### src/shared/uart_rx_pkg.sv
/*
 Package for the UART receive-status block: register offset, field positions,
 reset values and timing. Assumes a 50 MHz system clock.
*/
package uart_rx_pkg;
   localparam logic [3:0] STATUS_CONTROL_OFFSET = 4'h0;
   localparam logic [3:0] RX_DATA_OFFSET = 4'h2;
   localparam logic [3:0] MODE_CONTROL_OFFSET = 4'h4;
   localparam logic [3:0] BAUD_DIVISOR_OFFSET = 4'h6;
   localparam int ADDRESS_DETECT_BIT = 5;
   localparam int RECEIVER_IDLE_BIT = 4;
   localparam int PARITY_ERROR_BIT = 3;
   localparam int FRAMING_ERROR_BIT = 2;
   localparam int OVERRUN_BIT = 1;
   localparam int DATA_AVAILABLE_BIT = 0;
   localparam int MODE_PARITY_LSB = 0;
   localparam int MODE_NINE_BIT = 2;
   localparam logic [15:0] BAUD_DIVISOR_RESET = 16'h001a;
   localparam logic [1:0] MODE_RESET = 2'h0;
   localparam int OVERSAMPLE = 16;
   localparam int MID_SAMPLE = 7;
   localparam int FIFO_DEPTH = 4;
   localparam int CHAR_WIDTH = 9;
   typedef enum logic [1:0] {
      RX_IDLE = 2'b00,
      RX_START = 2'b01,
      RX_DATA = 2'b11,
      RX_STOP = 2'b10
   } rx_state_t;
   typedef enum logic [1:0] {
      PARITY_NONE = 2'b00,
      PARITY_EVEN = 2'b01,
      PARITY_ODD = 2'b10
   } parity_mode_t;
endpackage : uart_rx_pkg

### src/rtl/baud_tick.sv
/*
 Baud divider: one-cycle enable pulse at the oversample rate.
 Assumes divisor is reloaded whenever software changes it.
*/
`timescale 1ns/1ps
`default_nettype none
module baud_tick #(
   parameter int WIDTH = 16
) (
   input wire logic clk_sys_i,
   input wire logic rst_n_i,
   input wire logic [WIDTH-1:0] divisor_i,
   output logic tick_o
);
   typedef struct packed {
      logic [WIDTH-1:0] count;
      logic tick;
   } tick_state_t;
   tick_state_t s_r;
   tick_state_t s_nxt;
   always_comb
   begin
      s_nxt = s_r;
      s_nxt.tick = 1'b0;
      if (s_r.count >= divisor_i)
      begin
         s_nxt.count = '0;
         s_nxt.tick = 1'b1;
      end
      else
      begin
         s_nxt.count = s_r.count + 1'b1;
      end
   end
   always_ff @(posedge clk_sys_i)
   begin
      if (!rst_n_i)
         s_r <= '0;
      else
         s_r <= s_nxt;
   end
   assign tick_o = s_r.tick;
endmodule : baud_tick
`default_nettype wire

### src/rtl/uart_receive_status.sv
/*
 UART receiver with status register, receive FIFO and per-character error flags.
 Assumes the receive line is already synchronous to clk_sys_i and idles high.
// Overview of operation
// RL1: Ninth-bit-one characters are addresses when enabled
// RL2: Idle flag high while no reception active
// RL3: Parity error flag follows FIFO head
// RL4: Framing error flag follows FIFO head
// RL5: Overrun set by hardware, software only clears
// RL6: Clearing overrun empties FIFO and shift register
// RL7: Data available while FIFO not empty
// RL8: Discard incoming characters while overrun set
*/
// The implementer's own choices: the strobed register port and the register addresses.
`timescale 1ns/1ps
`default_nettype none
module uart_receive_status #(
   parameter int DEPTH = uart_rx_pkg::FIFO_DEPTH,
   parameter int PTR_W = $clog2(DEPTH)
) (
   input wire logic clk_sys_i,
   input wire logic rst_n_i,
   input wire logic rx_line_i,
   input wire logic [3:0] addr_i,
   input wire logic [15:0] wdata_i,
   input wire logic wr_i,
   input wire logic rd_i,
   output logic [15:0] rdata_o,
   output logic address_char_o
);
   localparam int CW = uart_rx_pkg::CHAR_WIDTH;
   localparam int EW = CW + 2;
   typedef struct packed {
      uart_rx_pkg::rx_state_t state;
      logic [3:0] sub;
      logic [3:0] bitn;
      logic [CW:0] receive_shift_register;
      logic address_detect_enable;
      logic overrun_error_flag;
      logic [1:0] parity_mode;
      logic nine_bit;
      logic [15:0] divisor;
      logic [PTR_W:0] wptr;
      logic [PTR_W:0] rptr;
      logic [15:0] rdata;
      logic address_char;
   } rx_regs_t;
   rx_regs_t s_r;
   rx_regs_t s_nxt;
   logic [EW-1:0] fifo_mem [DEPTH];
   logic [EW-1:0] head;
   logic tick;
   logic empty;
   logic full;
   logic [3:0] nbits;
   logic par_calc;
   logic par_bad;
   logic push;
   logic pop;
   logic [EW-1:0] entry;
   baud_tick #(
      .WIDTH(16)
   ) u_tick (
      .clk_sys_i(clk_sys_i),
      .rst_n_i(rst_n_i),
      .divisor_i(s_r.divisor),
      .tick_o(tick)
   );
   assign empty = (s_r.wptr == s_r.rptr);
   assign full = (s_r.wptr[PTR_W] != s_r.rptr[PTR_W])
      && (s_r.wptr[PTR_W-1:0] == s_r.rptr[PTR_W-1:0]);
   assign head = fifo_mem[s_r.rptr[PTR_W-1:0]];
   always_comb
   begin
      nbits = 4'h8;
      if (s_r.nine_bit)
         nbits = 4'h9;
      else if (s_r.parity_mode != uart_rx_pkg::PARITY_NONE)
         nbits = 4'h9;
   end
   // Received bits sit at the top of the shift register, LSB first
   always_comb
   begin
      par_calc = ^s_r.receive_shift_register[CW:1];
      par_bad = 1'b0;
      if (!s_r.nine_bit && s_r.parity_mode == uart_rx_pkg::PARITY_EVEN)
         par_bad = par_calc;
      else if (!s_r.nine_bit && s_r.parity_mode == uart_rx_pkg::PARITY_ODD)
         par_bad = !par_calc;
   end
   always_comb
   begin
      s_nxt = s_r;
      push = 1'b0;
      pop = 1'b0;
      entry = '0;
      s_nxt.address_char = 1'b0;
      if (tick)
      begin
         case (s_r.state)
            uart_rx_pkg::RX_IDLE:
            begin
               if (!rx_line_i)
               begin
                  s_nxt.state = uart_rx_pkg::RX_START;
                  s_nxt.sub = '0;
               end
            end
            uart_rx_pkg::RX_START:
            begin
               s_nxt.sub = s_r.sub + 1'b1;
               if (s_r.sub == 4'(uart_rx_pkg::MID_SAMPLE))
               begin
                  if (rx_line_i)
                     s_nxt.state = uart_rx_pkg::RX_IDLE;
                  else
                  begin
                     s_nxt.state = uart_rx_pkg::RX_DATA;
                     s_nxt.sub = '0;
                     s_nxt.bitn = '0;
                  end
               end
            end
            uart_rx_pkg::RX_DATA:
            begin
               s_nxt.sub = s_r.sub + 1'b1;
               if (s_r.sub == 4'(uart_rx_pkg::OVERSAMPLE - 1))
               begin
                  s_nxt.receive_shift_register = {rx_line_i, s_r.receive_shift_register[CW:1]};
                  s_nxt.bitn = s_r.bitn + 1'b1;
                  if (s_r.bitn == nbits - 1'b1)
                     s_nxt.state = uart_rx_pkg::RX_STOP;
               end
            end
            uart_rx_pkg::RX_STOP:
            begin
               s_nxt.sub = s_r.sub + 1'b1;
               if (s_r.sub == 4'(uart_rx_pkg::OVERSAMPLE - 1))
               begin
                  s_nxt.state = uart_rx_pkg::RX_IDLE;
                  // Align character to bit 0 for 8-bit frames
                  entry[CW-1:0] = (nbits == 4'h9) ? s_r.receive_shift_register[CW:1]
                     : {1'b0, s_r.receive_shift_register[CW:2]};
                  if (!s_r.nine_bit)
                     entry[CW-1] = 1'b0;
                  entry[CW] = !rx_line_i; // RL4
                  entry[CW+1] = par_bad; // RL3
                  if (s_r.nine_bit && s_r.address_detect_enable)
                     s_nxt.address_char = s_r.receive_shift_register[CW]; // RL1
                  if (s_r.overrun_error_flag)
                     push = 1'b0; // RL8
                  else if (full)
                     s_nxt.overrun_error_flag = 1'b1; // RL5
                  else
                     push = 1'b1;
               end
            end
            default:
               s_nxt.state = uart_rx_pkg::RX_IDLE;
         endcase
      end
      if (push)
         s_nxt.wptr = s_r.wptr + 1'b1;
      s_nxt.rdata = '0;
      if (rd_i)
      begin
         case (addr_i)
            uart_rx_pkg::STATUS_CONTROL_OFFSET:
            begin
               s_nxt.rdata[uart_rx_pkg::ADDRESS_DETECT_BIT] = s_r.address_detect_enable;
               s_nxt.rdata[uart_rx_pkg::RECEIVER_IDLE_BIT] =
                  (s_r.state == uart_rx_pkg::RX_IDLE); // RL2
               s_nxt.rdata[uart_rx_pkg::PARITY_ERROR_BIT] = !empty && head[CW+1]; // RL3
               s_nxt.rdata[uart_rx_pkg::FRAMING_ERROR_BIT] = !empty && head[CW]; // RL4
               s_nxt.rdata[uart_rx_pkg::OVERRUN_BIT] = s_r.overrun_error_flag;
               s_nxt.rdata[uart_rx_pkg::DATA_AVAILABLE_BIT] = !empty; // RL7
            end
            uart_rx_pkg::RX_DATA_OFFSET:
            begin
               s_nxt.rdata[CW-1:0] = empty ? '0 : head[CW-1:0];
               pop = !empty;
            end
            uart_rx_pkg::MODE_CONTROL_OFFSET:
               s_nxt.rdata[2:0] = {s_r.nine_bit, s_r.parity_mode};
            uart_rx_pkg::BAUD_DIVISOR_OFFSET:
               s_nxt.rdata = s_r.divisor;
            default:
               s_nxt.rdata = '0;
         endcase
      end
      if (pop)
         s_nxt.rptr = s_r.rptr + 1'b1;
      if (wr_i)
      begin
         case (addr_i)
            uart_rx_pkg::STATUS_CONTROL_OFFSET:
            begin
               s_nxt.address_detect_enable = wdata_i[uart_rx_pkg::ADDRESS_DETECT_BIT];
               // Software can only clear; no overrun is raised while the flag is up,
               // so a clear is never lost to a character finishing in the same cycle
               if (s_r.overrun_error_flag && !wdata_i[uart_rx_pkg::OVERRUN_BIT])
               begin
                  s_nxt.overrun_error_flag = 1'b0; // RL5
                  s_nxt.rptr = s_r.wptr; // RL6
                  s_nxt.receive_shift_register = '0; // RL6
                  s_nxt.state = uart_rx_pkg::RX_IDLE; // RL6
                  s_nxt.sub = '0;
                  s_nxt.bitn = '0;
               end
            end
            uart_rx_pkg::MODE_CONTROL_OFFSET:
            begin
               s_nxt.parity_mode = wdata_i[1:0];
               s_nxt.nine_bit = wdata_i[uart_rx_pkg::MODE_NINE_BIT];
            end
            uart_rx_pkg::BAUD_DIVISOR_OFFSET:
               s_nxt.divisor = wdata_i;
            default:
               s_nxt.divisor = s_r.divisor;
         endcase
      end
   end
   // Storage kept out of the reset path; pointers guard its contents
   always_ff @(posedge clk_sys_i)
   begin
      if (push)
         fifo_mem[s_r.wptr[PTR_W-1:0]] <= entry;
   end
   always_ff @(posedge clk_sys_i)
   begin
      if (!rst_n_i)
      begin
         s_r <= '0;
         s_r.state <= uart_rx_pkg::RX_IDLE;
         s_r.divisor <= uart_rx_pkg::BAUD_DIVISOR_RESET;
         s_r.parity_mode <= uart_rx_pkg::MODE_RESET;
      end
      else
         s_r <= s_nxt;
   end
   assign rdata_o = s_r.rdata;
   assign address_char_o = s_r.address_char;
endmodule : uart_receive_status
`default_nettype wire

### config.mk
export PLATFORM = sky130hd
export DESIGN_NAME = uart_receive_status
export DESIGN_NICKNAME = d
export VERILOG_FILES = /design/src/shared/uart_rx_pkg.sv /design/src/rtl/baud_tick.sv /design/src/rtl/uart_receive_status.sv
export SDC_FILE = /design/constraint.sdc
export NUM_CORES = 1
export LEC_CHECK = 0
export BUFFER_PORTS_ARGS = -buffer_cell sky130_fd_sc_hd__buf_2
export CAP_MARGIN = 5
export CORE_ASPECT_RATIO = 1.1
export CORE_UTILIZATION = 25
export DETAILED_ROUTE_END_ITERATION = 7
export GPL_ROUTABILITY_DRIVEN = 0
export PLACE_DENSITY_LB_ADDON = 0.25
export SYNTH_ARGS = -nofsm -noshare
export SYNTH_HDL_FRONTEND = slang
export SYNTH_HIERARCHICAL = 1
export SYNTH_SLANG_ARGS = --single-unit
### constraint.sdc
create_clock -name clk_sys_i -period 5.9 [get_ports clk_sys_i]
set_input_delay 1.18 -clock clk_sys_i [delete_from_list [all_inputs] [get_ports clk_sys_i]]
set_output_delay 1.18 -clock clk_sys_i [all_outputs]
set_load 0.02 [all_outputs]
==> flow_metrics.tcl <==
set metrics [dict create \
    unrepaired_setup_endpoints_after_global_routing "false" \
    cp_max_fo 12 \
    syn-num-nets 602 \
    worstSetupEndpointType "flip-flop" \
    die-height_um 162 \
    hold_violations 0 \
    clockBufferDepth 2 \
    top_cells_by_area_in_the_synthesized_netlist "dfxtp_1, edfxtp_1, ha_1" \
    route.detailed.vias_per_inst 4.54 \
    class_of_the_tightest_hold_or_removal_check "reg2reg" \
    worst_slew_pin_slew_ns 1.06 \
    ctsHoldBuffers 0 \
    finish.utilization 0.294 \
    ys_warn_count 6 \
    wl_um 13800 \
    maxSlewHeadroom 0.287 \
    design.core.area_mm2 0.0229 \
    synth_top_area_share 0.276 \
    drt_iter0_markers 216 \
    dpl-instance-area_mm2 0.00613 \
    dp_cells 858 \
    synth.avg_cell_area_um2 10.5 \
    clock_latency_ns 0.42 \
    yosysSeqAreaShare 0.504 \
    critical_path_buf_inv_count 0 \
    fin_setup_tns_ns 0 \
    fmax_ghz 0.362 \
    syn_inst 553 \
    level_count_of_the_clock_h_tree 4 \
    ant_nets 0 \
    timing.final.crit_period_ns 2.76 \
    vdd.ir_drop.worst_uv 210 \
    wire_length_of_the_first_global_routing_pass_um 22100 \
    cp_cell_sequence "ha_1 -> and3_1 -> nand4_2 -> nor3_4 -> and2_1" \
    postLayoutSetupSlackWorst_ns 3.14 \
    detailedPlacementHpwl_um 10000 \
    cp_slowest_stage_delay_ns 0.68 \
    startpoint_type "flip-flop" \
    report.final.slew_viol_count 0 \
    p_leak_nw 2.32 \
    post_layout_nonfiller_instances 890 \
    power.density_cell_area_mw_per_mm2 293 \
    grt_remaining_overflow 0 \
    antenna_found_initial 1 \
    grt_start_max_net_pins 32 \
    detail_route.first_pass.iterations 5 \
    synth_seq_cells 124 \
    root_buffer "clkbuf_16" \
    nets_finish 626 \
    clock_tree_from_tritoncts "done" \
    critical_path_class "reg2reg" \
    preCtsSetupSlack_ns 2.79 \
    via_count_of_the_first_global_routing_pass 4108 \
    clkSinkCount 124 \
    design.die.area_mm2 0.0238 \
    worst_hold_slack_ns 0.464 \
    clock_pin_slew_reported_for_the_worst_setup_and_hold_paths_after_clock_tree_synthesis_ns 0.06 \
    core.rowCount 58 \
    antenna_cells 0 \
    proportion_of_register_bits_with_asynchronous_set_or_reset_after_synthesis 0 \
    avgRoutedWirePerCell_um 15.5 \
    timing.critical_path.required_ns 5.95 \
    setup_viol 0 \
    port-buffer-count 41 \
    synth-edff-count 44 \
    dr_total_vias 4039 \
    cts-resized-gates 0 \
    outcome "finished, final reports clean" \
    final.period_utilization 0.468 \
    synth.lib_cells_used.distinct 61 \
    synth_top_flop_cell "dfxtp_1" \
    i_o_pins 42 \
    max-cap-violations 0 \
    totalPowerFinal_mw 1.97 \
    synth_top_area_cell "dfxtp_1" \
    finClkSkew_ns 0.00548 \
    drive_above_1_share 0.163 \
    cp.arrival_ns 2.81 \
    die_width_um 147 \
    worst_path_dominant_cell_family "simple AND/OR/NAND/NOR gates" \
    total_clock_buffers_created_by_cts 17 \
    initial_core_utilization 0.254 \
    postLayoutCellArea_mm2 0.00672 \
    drc 0 \
    postCtsSetupRepairBufs 0 \
    globalRouteTotalUtil 0.123 \
    synthToLayoutAreaGrowth_pct 15.8 \
    critPathSlowestCell "and2_1" \
    synthesis.area_mm2 0.00580 \
]
==> flip-flops by register name, summed over array words and instances, names as in the netlist <==
register and cells:
address_char_o 1, fifo_mem 44, rdata_o 16, u_tick/s_r 16
s_r 46, u_tick/tick_o 1
==> final timing paths <==
check / cells after the start / slack (ns) / from / to
max: 5 / 3.14 / s_r[58] / fifo_mem[3][1]
min: 2 / 0.46 / s_r[34] / s_r[34]
max reg2reg: 5 / 3.14 / s_r[58] / fifo_mem[3][1]
min reg2reg: 2 / 0.46 / s_r[34] / s_r[34]
==> kinds of logic after synthesis <==
| family | synth area share |
|---|---|
| AND/OR/NAND/NOR | 0.176 |
| adder cells (fa/ha/maj) | 0.0517 |
| XOR/XNOR | 0.0444 |
| buffers and inverters | 0.0614 |
| flip-flops | 0.504 |
| multiplexers | 0.0754 |
| AO/OA/AOI/OAI | 0.0871 |
==> worst reg2reg max path, delay by kind of cell, from the launching register on <==
family | cells | cell delay (ns)
simple gates | 4 | 1.75
flops | 1 | 0.37
fa+ha+maj | 1 | 0.27
==> final cells by class <==
cell class | instances | area, um2
Multi-Input combinational cell | 365 | 2520
Clock buffer | 18 | 429
Fill cell | 2347 | 16100
Inverter | 28 | 105
Timing Repair Buffer | 41 | 205
Sequential cell | 124 | 2920
Tap cell | 300 | 375
Clock inverter | 14 | 156
==> per-layer routing <==
| layer | wire [um] | GRT usage | vias up |
|---|---|---|---|
| li1 | - | - | 1969 |
| met5 | 0 | 0 | - |
| met1 | 5900 | 0.143 | 1951 |
| met3 | 525 | 0.0323 | 23 |
| met4 | 378 | 0.0530 | 0 |
| met2 | 6990 | 0.214 | 96 |
==> cells in the final DEF, fill, tap and decap left out, drive strengths merged, types with 3 or more instances in the layout <==
| cell | count |
|---|---|
| nand2 | 75 |
| nand4 | 9 |
| buf | 41 |
| or3 | 3 |
| mux2i | 19 |
| and3 | 5 |
| a31oi | 4 |
| edfxtp | 44 |
| o22ai | 4 |
| ha | 24 |
| dfxtp | 80 |
| xnor2 | 16 |
| xor2 | 10 |
| clkinvlp | 4 |
| a22oi | 7 |
| nor3 | 9 |
| clkbuf | 18 |
| and2 | 14 |
| nand3 | 20 |
| mux4 | 11 |
| a21oi | 23 |
| nor4 | 3 |
| inv | 34 |
| nor2b | 8 |
| nor2 | 52 |
| a21boi | 15 |
| o21ai | 8 |
==> cell usage after synthesis, drive strengths merged (3+ instances only) <==
cell type and number:
nand3 20, and2 14, nand2 75, edfxtp 44
inv 28, a21oi 23, xnor2 16, nor3 9
buf 27, ha 24, clkbuf 8, or3 3
o22ai 4, mux4 11, o21ai 8, dfxtp 80
nand4 9, xor2 10, nor4 3, a22oi 7
nor2b 8, mux2i 19, a21boi 15, nor2 52
and3 5, a31oi 4
==> power breakdown <==
part / switching [mW] / internal, mW / total (mW)
Combinational: 0.0315 / 0.0184 / 0.0499
Sequential: 0.00535 / 0.883 / 0.889
Clock: 0.404 / 0.628 / 1.03
Total: 0.441 / 1.53 / 1.97
No activity file was read; power rests on OpenSTA's default activity.
